==> src/include/temp_alarm_pkg.sv <==
package temp_alarm_pkg;

    // Channel count and width of one converted reading.
    localparam int CHANNELS = 4;
    localparam int READING_W = 8;

    // Channel codes; the conversion order is set by the sequencer.
    typedef enum logic [1:0] {
        CH_LOCAL = 2'h0,
        CH_REMOTE1 = 2'h1,
        CH_REMOTE2 = 2'h2,
        CH_REMOTE3 = 2'h3
    } chan_t;

    // Register byte offsets; per-channel registers sit one word apart.
    localparam logic [7:0] READING_BASE = 8'h00;
    localparam logic [7:0] HIGH_BASE = 8'h10;
    localparam logic [7:0] CRIT_OFS = 8'h20;
    localparam logic [7:0] STATUS_OFS = 8'h24;
    localparam logic [7:0] CONTROL_OFS = 8'h28;

    // Field positions.
    localparam int STATUS_HIGH_LSB = 0;
    localparam int STATUS_CRIT_LSB = 4;
    localparam int CONTROL_RUN_BIT = 0;
    localparam int CONTROL_CHAN_LSB = 2;

    // Values after reset.
    localparam logic [7:0] SETPOINT_RESET = 8'h7F;
    localparam logic [7:0] READING_RESET = 8'h00;
    localparam logic [7:0] CONTROL_RESET = 8'h01;

    // Times as specified, and the clock rate they are converted at.
    localparam longint CLK_HZ = 200000000;
    localparam longint SLOT_MS = 120;
    localparam longint TIMEOUT_MIN_MS = 25;
    localparam longint TIMEOUT_MAX_MS = 40;
    localparam longint STRETCH_MAX_MS = 10;

    // Cycle counts: least times round up, longest times round down.
    localparam int unsigned SLOT_CYCLES =
        32'(SLOT_MS * CLK_HZ / 1000);
    localparam int unsigned TIMEOUT_CYCLES =
        32'((TIMEOUT_MIN_MS * CLK_HZ + 999) / 1000);
    localparam int unsigned TIMEOUT_LIMIT_CYCLES =
        32'(TIMEOUT_MAX_MS * CLK_HZ / 1000);
    localparam int unsigned STRETCH_CYCLES =
        32'(STRETCH_MAX_MS * CLK_HZ / 1000);

endpackage

==> src/hw/conv_sequencer.sv <==
`timescale 1ns/1ps
module conv_sequencer #(
    parameter int unsigned SLOT_CYCLES = temp_alarm_pkg::SLOT_CYCLES
) (
    input wire logic clk_i,
    input wire logic rst_i,
    input wire logic ce_i,
    input wire logic run_i,
    output temp_alarm_pkg::chan_t channel_o,
    output logic done_o
);

    logic [31:0] slot_cnt_q;
    temp_alarm_pkg::chan_t channel_q;
    logic done_q;

    // Round-robin order: local, remote 2, remote 1, remote 3.
    function automatic temp_alarm_pkg::chan_t next_channel(
        input temp_alarm_pkg::chan_t cur
    );
        unique case (cur)
            temp_alarm_pkg::CH_LOCAL: next_channel = temp_alarm_pkg::CH_REMOTE2;
            temp_alarm_pkg::CH_REMOTE2: next_channel = temp_alarm_pkg::CH_REMOTE1;
            temp_alarm_pkg::CH_REMOTE1: next_channel = temp_alarm_pkg::CH_REMOTE3;
            temp_alarm_pkg::CH_REMOTE3: next_channel = temp_alarm_pkg::CH_LOCAL;
        endcase
    endfunction

    // Each slot lasts SLOT_CYCLES; the last cycle marks the conversion done.
    // Stopping the run holds the slot where it is rather than restarting it.
    always_ff @(posedge clk_i) begin
        if (rst_i) begin
            slot_cnt_q <= 32'h0;
            channel_q <= temp_alarm_pkg::CH_LOCAL;
            done_q <= 1'b0;
        end else if (ce_i) begin
            done_q <= 1'b0;
            if (run_i) begin
                if (slot_cnt_q == 32'(SLOT_CYCLES - 1)) begin
                    slot_cnt_q <= 32'h0;
                    done_q <= 1'b1;
                    channel_q <= next_channel(channel_q);
                end else begin
                    slot_cnt_q <= slot_cnt_q + 32'h1;
                end
            end
        end
    end

    // Channel of the pulse: done_o reports the slot that just ended.
    temp_alarm_pkg::chan_t done_chan_q;
    always_ff @(posedge clk_i) begin
        if (rst_i) begin
            done_chan_q <= temp_alarm_pkg::CH_LOCAL;
        end else if (ce_i && run_i && slot_cnt_q == 32'(SLOT_CYCLES - 1)) begin
            done_chan_q <= channel_q;
        end
    end

    assign channel_o = done_o ? done_chan_q : channel_q;
    assign done_o = done_q;

endmodule

==> src/hw/temp_limit_alarm_logic.sv <==
// Our own choices: the placing of the registers and register access over Wishbone.
`timescale 1ns/1ps
module temp_limit_alarm_logic #(
    parameter int unsigned SLOT_CYCLES = temp_alarm_pkg::SLOT_CYCLES,
    parameter int unsigned TIMEOUT_CYCLES = temp_alarm_pkg::TIMEOUT_CYCLES,
    parameter int unsigned STRETCH_CYCLES = temp_alarm_pkg::STRETCH_CYCLES
) (
    input wire logic clk_i,
    input wire logic rst_i,
    input wire logic ce_i,
    input wire logic wb_cyc_i,
    input wire logic wb_stb_i,
    input wire logic wb_we_i,
    input wire logic [7:0] wb_adr_i,
    input wire logic [3:0] wb_sel_i,
    input wire logic [31:0] wb_dat_i,
    output logic [31:0] wb_dat_o,
    output logic wb_ack_o,
    input wire logic [7:0] adc_result_i,
    output logic [1:0] adc_channel_o,
    input wire logic scl_i,
    output logic scl_o,
    output logic scl_oe_n_o,
    input wire logic sda_i,
    output logic sda_o,
    output logic sda_oe_n_o,
    input wire logic stretch_req_i,
    input wire logic sda_pull_i,
    output logic serial_reset_o,
    output logic high_alarm_n_o,
    output logic critical_alarm_n_o
);

    localparam int N = temp_alarm_pkg::CHANNELS;
    localparam int W = temp_alarm_pkg::READING_W;

    ////////////////////////////////////////////////////////////////////////
    // Conversion timebase.

    temp_alarm_pkg::chan_t conv_chan;
    logic conv_done;
    logic run_q;

    conv_sequencer #(
        .SLOT_CYCLES(SLOT_CYCLES)
    ) u_seq (
        .clk_i(clk_i),
        .rst_i(rst_i),
        .ce_i(ce_i),
        .run_i(run_q),
        .channel_o(conv_chan),
        .done_o(conv_done)
    );

    // The converter is told which input is being digitised.
    always_ff @(posedge clk_i) begin
        if (rst_i) begin
            adc_channel_o <= 2'h0;
        end else if (ce_i) begin
            adc_channel_o <= conv_chan;
        end
    end

    ////////////////////////////////////////////////////////////////////////
    // Register bus decode.

    // Word-aligned match of the bus address against a register offset.
    function automatic logic hit(input logic [7:0] adr, input logic [7:0] ofs);
        hit = (adr[7:2] == ofs[7:2]);
    endfunction

    logic bus_req;
    logic wr_en;
    logic rd_status;
    logic ack_q;

    // A request is taken once; the ack lasts one cycle.
    assign bus_req = wb_cyc_i && wb_stb_i && !ack_q;
    assign wr_en = bus_req && wb_we_i && wb_sel_i[0];
    assign rd_status = bus_req && !wb_we_i
        && hit(wb_adr_i, temp_alarm_pkg::STATUS_OFS);

    logic [W-1:0] reading_q [N];
    logic [W-1:0] high_sp_q [N];
    logic [W-1:0] crit_sp_q;
    logic [N-1:0] high_flag_q;
    logic [N-1:0] crit_flag_q;
    logic [N-1:0] high_latch_q;
    logic [N-1:0] read_seen_q;
    logic [N-1:0] crit_over_q;

    ////////////////////////////////////////////////////////////////////////
    // Per-channel readings, setpoints, flags and alarm latches.

    genvar c;
    generate
        for (c = 0; c < N; c++) begin : g_chan
            logic done_here;
            logic over_high;
            logic over_crit;
            assign done_here = conv_done && (conv_chan == c);
            // Signed strict compare of the fresh result, not the stored one.
            assign over_high =
                $signed(adc_result_i) > $signed(high_sp_q[c]);
            assign over_crit =
                $signed(adc_result_i) > $signed(crit_sp_q);

            // The word changes in one edge, so no read sees half of it.
            always_ff @(posedge clk_i) begin
                if (rst_i) begin
                    reading_q[c] <= temp_alarm_pkg::READING_RESET;
                end else if (ce_i && done_here) begin
                    reading_q[c] <= adc_result_i;
                end
            end

            // Setpoint written through byte lane 0.
            always_ff @(posedge clk_i) begin
                if (rst_i) begin
                    high_sp_q[c] <= temp_alarm_pkg::SETPOINT_RESET;
                end else if (ce_i && wr_en && hit(wb_adr_i,
                        8'(temp_alarm_pkg::HIGH_BASE + 8'(4 * c)))) begin
                    high_sp_q[c] <= wb_dat_i[W-1:0];
                end
            end

            // Sticky status flags: a set in the reading cycle wins.
            always_ff @(posedge clk_i) begin
                if (rst_i) begin
                    high_flag_q[c] <= 1'b0;
                    crit_flag_q[c] <= 1'b0;
                end else if (ce_i) begin
                    high_flag_q[c] <= (high_flag_q[c] && !rd_status)
                        || (done_here && over_high);
                    crit_flag_q[c] <= (crit_flag_q[c] && !rd_status)
                        || (done_here && over_crit);
                end
            end

            // The high alarm latch drops only after the host saw the flag
            // and a later conversion of this channel is at or below limit.
            always_ff @(posedge clk_i) begin
                if (rst_i) begin
                    high_latch_q[c] <= 1'b0;
                    read_seen_q[c] <= 1'b0;
                end else if (ce_i) begin
                    if (done_here && over_high) begin
                        high_latch_q[c] <= 1'b1;
                        read_seen_q[c] <= 1'b0;
                    end else if (done_here && read_seen_q[c]) begin
                        high_latch_q[c] <= 1'b0;
                        read_seen_q[c] <= 1'b0;
                    end else if (rd_status && high_flag_q[c]) begin
                        read_seen_q[c] <= 1'b1;
                    end
                end
            end

            // Critical state follows the latest result of this channel.
            always_ff @(posedge clk_i) begin
                if (rst_i) begin
                    crit_over_q[c] <= 1'b0;
                end else if (ce_i && done_here) begin
                    crit_over_q[c] <= over_crit;
                end
            end
        end
    endgenerate

    ////////////////////////////////////////////////////////////////////////
    // Shared critical setpoint and control.

    always_ff @(posedge clk_i) begin
        if (rst_i) begin
            crit_sp_q <= temp_alarm_pkg::SETPOINT_RESET;
        end else if (ce_i && wr_en && hit(wb_adr_i, temp_alarm_pkg::CRIT_OFS)) begin
            crit_sp_q <= wb_dat_i[W-1:0];
        end
    end

    always_ff @(posedge clk_i) begin
        if (rst_i) begin
            run_q <= temp_alarm_pkg::CONTROL_RESET[temp_alarm_pkg::CONTROL_RUN_BIT];
        end else if (ce_i && wr_en
                && hit(wb_adr_i, temp_alarm_pkg::CONTROL_OFS)) begin
            run_q <= wb_dat_i[temp_alarm_pkg::CONTROL_RUN_BIT];
        end
    end

    ////////////////////////////////////////////////////////////////////////
    // Read data and acknowledge.

    // Unmapped addresses still acknowledge and read as zero, so a stray
    // access cannot hang the master.
    logic [31:0] rd_d;
    always_comb begin
        rd_d = 32'h0;
        for (int i = 0; i < N; i++) begin
            if (hit(wb_adr_i, 8'(temp_alarm_pkg::READING_BASE + 8'(4 * i)))) begin
                rd_d[W-1:0] = reading_q[i];
            end
            if (hit(wb_adr_i, 8'(temp_alarm_pkg::HIGH_BASE + 8'(4 * i)))) begin
                rd_d[W-1:0] = high_sp_q[i];
            end
        end
        if (hit(wb_adr_i, temp_alarm_pkg::CRIT_OFS)) begin
            rd_d[W-1:0] = crit_sp_q;
        end
        if (hit(wb_adr_i, temp_alarm_pkg::STATUS_OFS)) begin
            rd_d[temp_alarm_pkg::STATUS_HIGH_LSB +: N] = high_flag_q;
            rd_d[temp_alarm_pkg::STATUS_CRIT_LSB +: N] = crit_flag_q;
        end
        if (hit(wb_adr_i, temp_alarm_pkg::CONTROL_OFS)) begin
            rd_d[temp_alarm_pkg::CONTROL_RUN_BIT] = run_q;
            rd_d[temp_alarm_pkg::CONTROL_CHAN_LSB +: 2] = conv_chan;
        end
    end

    always_ff @(posedge clk_i) begin
        if (rst_i) begin
            ack_q <= 1'b0;
            wb_dat_o <= 32'h0;
        end else if (ce_i) begin
            ack_q <= bus_req;
            if (bus_req && !wb_we_i) begin
                wb_dat_o <= rd_d;
            end
        end
    end
    assign wb_ack_o = ack_q;

    ////////////////////////////////////////////////////////////////////////
    // Alarm outputs, active low.

    always_ff @(posedge clk_i) begin
        if (rst_i) begin
            high_alarm_n_o <= 1'b1;
            critical_alarm_n_o <= 1'b1;
        end else if (ce_i) begin
            high_alarm_n_o <= !(|high_latch_q);
            critical_alarm_n_o <= !(|crit_over_q);
        end
    end

    ////////////////////////////////////////////////////////////////////////
    // Serial line watch: synchronisers, timeout and clock stretch.

    logic scl_meta_q;
    logic scl_s_q;
    logic scl_h_q;
    logic sda_meta_q;
    logic sda_s_q;
    logic sda_h_q;

    // Two flops per pin, then a history flop for edge finding.
    always_ff @(posedge clk_i) begin
        if (rst_i) begin
            scl_meta_q <= 1'b1;
            scl_s_q <= 1'b1;
            scl_h_q <= 1'b1;
            sda_meta_q <= 1'b1;
            sda_s_q <= 1'b1;
            sda_h_q <= 1'b1;
        end else if (ce_i) begin
            scl_meta_q <= scl_i;
            scl_s_q <= scl_meta_q;
            scl_h_q <= scl_s_q;
            sda_meta_q <= sda_i;
            sda_s_q <= sda_meta_q;
            sda_h_q <= sda_s_q;
        end
    end

    logic stop_seen;
    logic line_low;
    assign stop_seen = scl_s_q && sda_s_q && !sda_h_q;
    assign line_low = !scl_s_q || !sda_s_q;

    logic [31:0] low_cnt_q;
    logic timed_out_q;
    logic serial_reset_q;

    // Timeout: either line low for TIMEOUT_CYCLES forces the interface
    // idle; our drivers stay released until both lines read high again.
    always_ff @(posedge clk_i) begin
        if (rst_i) begin
            low_cnt_q <= 32'h0;
            timed_out_q <= 1'b0;
            serial_reset_q <= 1'b0;
        end else if (ce_i) begin
            serial_reset_q <= 1'b0;
            if (!line_low) begin
                low_cnt_q <= 32'h0;
                timed_out_q <= 1'b0;
            end else if (!timed_out_q) begin
                if (low_cnt_q == 32'(TIMEOUT_CYCLES - 1)) begin
                    timed_out_q <= 1'b1;
                    serial_reset_q <= 1'b1;
                end else begin
                    low_cnt_q <= low_cnt_q + 32'h1;
                end
            end
        end
    end
    assign serial_reset_o = serial_reset_q;

    logic [31:0] stretch_cnt_q;
    logic stretch_q;
    logic budget_left;
    // The cycle about to be held counts as well, so the total never passes
    // the budget by one.
    assign budget_left = (stretch_cnt_q + 32'h1) < 32'(STRETCH_CYCLES);

    // Stretch only once the master has pulled the clock low; the budget is
    // cumulative per transfer and refills at a stop or an idle reset.
    always_ff @(posedge clk_i) begin
        if (rst_i) begin
            stretch_cnt_q <= 32'h0;
            stretch_q <= 1'b0;
        end else if (ce_i) begin
            if (stop_seen || timed_out_q) begin
                stretch_cnt_q <= 32'h0;
                stretch_q <= 1'b0;
            end else begin
                stretch_q <= stretch_req_i && budget_left
                    && (stretch_q || !scl_s_q);
                if (stretch_q) begin
                    stretch_cnt_q <= stretch_cnt_q + 32'h1;
                end
            end
        end
    end

    // Open-drain drive: the enable is low while the pin is pulled low.
    always_ff @(posedge clk_i) begin
        if (rst_i) begin
            scl_o <= 1'b0;
            sda_o <= 1'b0;
            scl_oe_n_o <= 1'b1;
            sda_oe_n_o <= 1'b1;
        end else if (ce_i) begin
            scl_o <= 1'b0;
            sda_o <= 1'b0;
            scl_oe_n_o <= !(stretch_req_i && budget_left && !timed_out_q
                && !stop_seen && (stretch_q || !scl_s_q));
            sda_oe_n_o <= !(sda_pull_i && !timed_out_q);
        end
    end

endmodule

==> config.mk <==
export PLATFORM = sky130hd
export DESIGN_NAME = temp_limit_alarm_logic
export DESIGN_NICKNAME = d
export VERILOG_FILES = /design/src/include/temp_alarm_pkg.sv /design/src/hw/conv_sequencer.sv /design/src/hw/temp_limit_alarm_logic.sv
export SDC_FILE = /design/constraint.sdc
export NUM_CORES = 1
export LEC_CHECK = 0
export BUFFER_PORTS_ARGS = -buffer_cell sky130_fd_sc_hd__buf_2
export CAP_MARGIN = 20
export CORE_MARGIN = 2
export CORE_UTILIZATION = 45
export DETAILED_ROUTE_END_ITERATION = 8
export PLACE_DENSITY = 0.76
export SLEW_MARGIN = 10
export SYNTH_ARGS = -nofsm -noshare
export SYNTH_HDL_FRONTEND = slang
export SYNTH_SLANG_ARGS = --single-unit
==> constraint.sdc <==
create_clock -name clk_i -period 2.65 [get_ports clk_i]
set_input_delay 0.1325 -clock clk_i [delete_from_list [all_inputs] [get_ports clk_i]]
set_output_delay 0.1325 -clock clk_i [all_outputs]
set_load 0.01 [all_outputs]
==> results of run 1 <==
## metrics by stage
step | power [W] | hold slack, ns | util (%)
finish | 0.00748 | 0.0875 | 52.5
detailed placement | 0.00397 | 0.359 | 48.6
CTS | 0.00753 | 0.0838 | 52.4
floorplan | 0.00383 | 0.261 | -
global route | 0.00770 | 0.111 | 52.5
global placement | 0.00396 | 0.350 | 48.6
## worst register-to-register path: cells and delay by family (launching register included)
family / cells / cell delay (ns)
AOI/OAI and AO/OA: 1 / 0.17
DFF: 1 / 0.39
xor gates and xnor gates: 1 / 0.09
and+or+nand+nor: 5 / 1.74
## what timing repair did
| action | in CTS | in global routing |
|---|---|---|
| setup endpoints to repair | 0 | 3 |
| resized for setup | 0 | 4 |
| hold endpoints to repair | 37 | 0 |
| hold buffers | 11 | 0 |
## where the power goes
| part | leakage, nW | switching, W | internal [W] |
|---|---|---|---|
| combinational | 2.71 | 0.000282 | 0.000140 |
| sequential | 1.82 | 0.0000314 | 0.00346 |
| clock | 0.426 | 0.00136 | 0.00219 |
## flip-flops by register name (all words and copies together), names as in the netlist, 2 cells and up
name / cells
u_seq.channel_q: 2
high_sp_q: 32
wb_dat_o: 8
crit_flag_q: 4
low_cnt_q: 32
u_seq.done_chan_q: 2
reading_q: 32
stretch_cnt_q: 32
crit_over_q: 4
read_seen_q: 4
high_latch_q: 4
u_seq.slot_cnt_q: 32
adc_channel_o: 2
crit_sp_q: 8
high_flag_q: 4
## cell usage after synthesis, types with 8 or more instances
cell / n / area share [%]
a211oi_1: 8 / 0.52
a21oi_1: 64 / 2.8
a221oi_1: 9 / 0.69
a22oi_1: 11 / 0.72
a31oi_1: 9 / 0.49
and2_1: 16 / 0.87
and3_1: 42 / 2.3
and4_1: 10 / 0.76
buf_2: 11 / 0.48
buf_4: 26 / 1.7
clkbuf_1: 46 / 1.5
dfxtp_1: 153 / 27
edfxtp_1: 64 / 17
ha_1: 45 / 4.9
inv_1: 60 / 2.0
mux2i_1: 13 / 1.1
nand2_1: 111 / 3.6
nand3_1: 58 / 2.5
nand4_1: 37 / 2.0
nor2_1: 157 / 5.1
nor3_1: 40 / 1.7
nor4_1: 19 / 1.0
o211ai_1: 17 / 1.1
o21a_1: 11 / 0.72
o21ai_0: 38 / 1.7
o21ai_1: 10 / 0.43
o22ai_1: 11 / 0.60
or2_1: 23 / 1.3
or2_2: 9 / 0.49
or3_1: 14 / 0.76
xnor2_1: 36 / 2.7
xor2_1: 35 / 2.7
## logic make-up after synthesis
group           Yosys count  synth area share, %
xor+xnor                 71                 5.40
fa+ha+maj                45                 4.89
flops                   217                 43.3
buf+inv                 151                 5.92
simple gates            571                 25.1
compound gates          235                 13.5
mux                      20                 1.82
other cells               1               0.0326
## final timing paths
path,startpoint,to,slack [ns],depth (start not counted)
hold reg to reg,high_latch_q[1],high_latch_q[1],0.46,2
hold / removal,wb_stb_i,wb_ack_o,0.09,3
setup reg to reg,stretch_cnt_q[11],scl_oe_n_o,0.14,7
setup / recovery,stretch_cnt_q[11],scl_oe_n_o,0.14,7
## per-layer routing
metal  vias up  share of wire [%]
met5         -                  0
met4         0                3.6
met3        75                7.3
met2       363                 45
met1      4645                 44
li1       4810                  -
## cell type report
cell class / instances / area share, %
well taps: 330 / 3.13
multi-input cells: 968 / 45.2
inverters: 61 / 1.74
clock buffers: 34 / 5.47
clock inverters: 11 / 1.03
flip-flops and latches: 217 / 37.8
repair buffers: 111 / 5.62
==> run_results.csv, run 1 <==
group,metric,value,unit
floorplan,core,25100,um2
logic_synthesis,synth_area,11500,um2
layout,final_cells,1732,
grt,grt_util_met3,3.13,%
clocking,clock-sinks,217,
layout,multi_input_area,5950,um2
sta,rsz0062_at_grt,"false",
logic_synthesis,synth_area_per_cell,8.78,um2
floorplan,ios,104,
floorplan,die_w,164,um
grt,antenna_found_initial,0,
pwr,ir_drop,0.479,mV
routing,viasPerCell,5.71,
sta,slew_headroom,46.4,%
grt,top_usage_layer,"met2",
logic_synthesis,synth.lib_cells_used.distinct,69,
job,cap_violations,0,
routing,wl_per_cell,16.8,um
setup_path,cp_max_fo,5,
logic_synthesis,ys.flop_type,"dfxtp_1",
placed_design,place_ws,0.151,ns
clocking,cts_root_buf,"clkbuf_16",
layout,ff_latch_area,4990,um2
sta,setup_ws,0.137,ns
sta,tightest_slew,0.804,ns
clocking,insertion_delay,0.52,ns
floorplan,die_area,26900,um2
routing,wl,29100,um
setup_path,worst-endpoint-required,3.05,ns
sta,hold_viol,0,
routing,drt_iter0_markers,845,
clocking,cts_buffers,25,
layout,layout-drive-gt1-share,12.2,%
logic_synthesis,async_flop_share,0,%
grt,grt_pass1_wl,47100,um
sta,finalSetupTns,0,ns
routing,drc,0,
layout,diodes,0,
sta,finalMaxSlewViolations,0,
logic_synthesis,synth-seq-area-share,43.3,%
layout,synthToLayoutAreaGrowth,14.5,%
grt,grt_pass1_vias,9201,
grt,use_met2,34.6,%
logic_synthesis,ys_warn_count,0,
layout,fillerInstances,2278,
setup_path,max_stage_delay,0.59,ns
placed_design,gp_congestion,0.923,
placed_design,dp_hpwl,20800,um
logic_synthesis,netlist_instances,1311,
logic_synthesis,synth_edf_count,64,
sta,fin_crit_sh,94.8,%
placed_design,port_buffers,48,
setup_path,critPathTopFamily,"simple AND/OR/NAND/NOR gates",
layout,fin_nets,1491,
sta,clock.fmax,398,MHz
setup_path,critPathCaptureType,"flip-flop",
clocking,cts_setup_buffers,0,
setup_path,crit_buf_inv,0,
floorplan,fp-row-count,58,
routing,firstDrtPassIters,6,
clocking,htree_levels,1,
grt,grt.total_usage,21.7,%
sta,finalSetupViolCount,0,
logic_synthesis,ys_ff_latch,217,
layout,final_area,13200,um2
layout,final_common_cell,"nor2_1",
setup_path,critPathArrivalTime,2.91,ns
run_status,status,"completed",
grt,use_met1,29.9,%
placed_design,dpl_cell_area,12200,um2
routing,ant_nets,0,
clocking,path_clk_slew,0.06,ns
floorplan,die_h,164,um
placed_design,dp.cells,1676,
floorplan,initial_core_util,45.8,%
setup_path,critical_path_class,"flip-flop to flip-flop",
setup_path,cp-start-kind,"flip-flop",
clocking,cts.path.max_buffers,3,
sta,clock_skew,0.0147,ns
layout,layout_common_cells,"nor2_1 (157), dfxtp_1 (152), nand2_1 (111), a21oi_1 (64), edfxtp_1 (64)",
grt,overflow,0,
clocking,cts_tree,"yes",
sta,fin_crit,2.51,ns
pwr,p_per_area,567,nW/um2
grt,grt_max_degree,72,
pwr,power_leakage,4.95,nW
min_path,hold_path.class,"input port to flip-flop",
routing,num_vias,9893,
setup_path,cpMaxStageDelayCell,"or4_1",
setup_path,crit_chain,"nand3_1 -> or4_1 -> nor3_2 -> xor2_1 -> or3_1 -> or4_4 -> a2bb2oi_2",
Power figures use the tool's default switching activity.
==> run 2, diff against run 1 <==
Settings changed: PLACE_DENSITY 0.76 to 0.73.
Clock period 2.65 ns to 2.45 ns, I/O delays scaled along.
==> run_results.csv, run 2 (same netlist as run 1, synthesis figures left out) <==
group,metric,value,unit
floorplan,ios,104,
layout,layout-drive-gt1-share,15.2,%
routing,wl_per_cell,17.0,um
sta,hold_viol,0,
floorplan,die_area,26900,um2
setup_path,crit_buf_inv,2,
floorplan,fp-row-count,58,
layout,final_common_cell,"nor2_1",
pwr,p_int,0.00645,W
clocking,cts_tree,"yes",
sta,hold_ws,0.0148,ns
layout,layout_common_cells,"nor2_1 (156), dfxtp_1 (143), nand2_1 (110), buf_4 (72), edfxtp_1 (64)",
sta,fin_crit_sh,96.9,%
pwr,p_sw_share,22.5,%
routing,drt_iter0_markers,819,
pwr,ir_drop,0.529,mV
clocking,htree_levels,1,
sta,clock.fmax,421,MHz
clocking,path_clk_slew,0.06,ns
setup_path,crit_chain,"nand4_4 -> buf_6 -> or4_4 -> buf_4 -> a21oi_2 -> o21ai_1 -> a2111oi_2 -> o31a_1 -> a2bb2oi_2",
grt,antenna_found_initial,0,
routing,wl,29800,um
grt,grt_max_degree,73,
setup_path,max_stage_delay,0.53,ns
grt,grt_pass1_vias,9420,
grt,grt.total_usage,22.2,%
setup_path,cpMaxStageDelayCell,"or4_4",
routing,firstDrtPassIters,5,
sta,rsz0062_at_grt,"true",
floorplan,die_h,164,um
clocking,cts_buffers,25,
sta,slew_headroom,44.6,%
sta,finalSetupTns,0,ns
clocking,cts.path.max_buffers,3,
grt,overflow,0,
sta,finalMaxSlewViolations,0,
floorplan,die_w,164,um
pwr,p_sw,0.00188,W
pwr,power_leakage,5.13,nW
setup_path,critPathArrivalTime,2.84,ns
setup_path,worst-endpoint-required,2.92,ns
placed_design,port_buffers,48,
min_path,hold_path.class,"input port to flip-flop",
clocking,clock-sinks,217,
setup_path,critPathCaptureType,"flip-flop",
setup_path,cp-start-kind,"flip-flop",
routing,viasPerCell,5.65,
pwr,combPwrFrac,5.7,%
setup_path,critPathTopFamily,"compound AO/OA/AOI/OAI gates",
routing,num_vias,9917,
setup_path,cp_max_fo,4,
layout,diodes,0,
grt,grt_pass1_wl,47700,um
placed_design,dp_hpwl,21600,um
routing,drc,0,
layout,fin_nets,1513,
sta,tightest_slew,0.831,ns
floorplan,initial_core_util,45.8,%
run_status,status,"completed",
job,cap_violations,0,
pwr,p_clk_share,48.9,%
setup_path,critical_path_class,"flip-flop to flip-flop",
pwr,seqPwrFrac,45.4,%
pwr,p_per_area,618,nW/um2
layout,fin_util,53.7,%
clocking,cts_root_buf,"clkbuf_16",
layout,synthToLayoutAreaGrowth,17.2,%
placed_design,gp_congestion,0.949,
floorplan,core,25100,um2
sta,clock_skew,0.0126,ns
sta,finalSetupViolCount,0,
routing,ant_nets,0,
sta,fin_crit,2.37,ns
clocking,insertion_delay,0.53,ns
-- run 2: area by class of cell --
class / count / area (um2)
Clock buffer: 31 / 732
Clock inverter: 15 / 190
Timing Repair Buffer: 133 / 913
Inverter: 61 / 229
Tap cell: 330 / 413
Sequential cell: 217 / 5000
Multi-Input combinational cell: 968 / 6010
Fill cell: 2284 / 11600
-- run 2: worst paths after layout --
path / slack (ns) / start / end / cells after the start
worst min register to register: 0.45 / high_latch_q[2] / high_latch_q[2] / 2
worst max-delay path: 0.08 / stretch_cnt_q[8] / scl_oe_n_o / 9
worst max register to register: 0.08 / stretch_cnt_q[8] / scl_oe_n_o / 9
worst min-delay path: 0.01 / ce_i / u_seq.slot_cnt_q[2] / 4
-- run 2: metal layers --
layer / track usage, % / part of all wire [%] / vias up
met4: 8.33 / 3.6 / 0
li1: - / - / 4848
met2: 36.3 / 46 / 304
met3: 3.31 / 6.0 / 66
met5: 0 / 0 / -
met1: 29.6 / 44 / 4699
-- run 2: worst reg2reg max path: cells and delay by family (launching register included) --
kind	cells	cell delay (ns)
AOI/OAI and AO/OA	5	1.02
DFF	1	0.35
and+or+nand+nor	2	0.64
buffers and inverters	2	0.31
-- run 2: per-stage QoR --
step	setup slack (ns)	instances	instance area (um2)	total power, W
after floorplan	0.00390	1336	11700	0.00414
after global placement	0.0581	1695	12400	0.00430
after detailed placement	0.000394	1695	12400	0.00431
after CTS	0.0299	1753	13400	0.00839
after global routing	-0.0114	1755	13500	0.00855
final	0.0757	1755	13500	0.00833
-- run 2: what timing repair did --
action	CTS	global route
hold buffers	11	0
buffers inserted	1	2
endpoints found under the hold margin	43	0
resized for setup	1	19
pin swaps	1	13
endpoints found under the setup margin	1	23
-- run 2: power by group through the flow --
stage	registers, W	clock network [W]	logic (W)
6_report	0.00378	0.00408	0.000473
5_1_grt	0.00378	0.00425	0.000521
4_1_cts	0.00378	0.00414	0.000468
3_5_place_dp	0.00386	0	0.000451
3_3_place_gp	0.00385	0	0.000441
2_1_floorplan	0.00385	0	0.000296
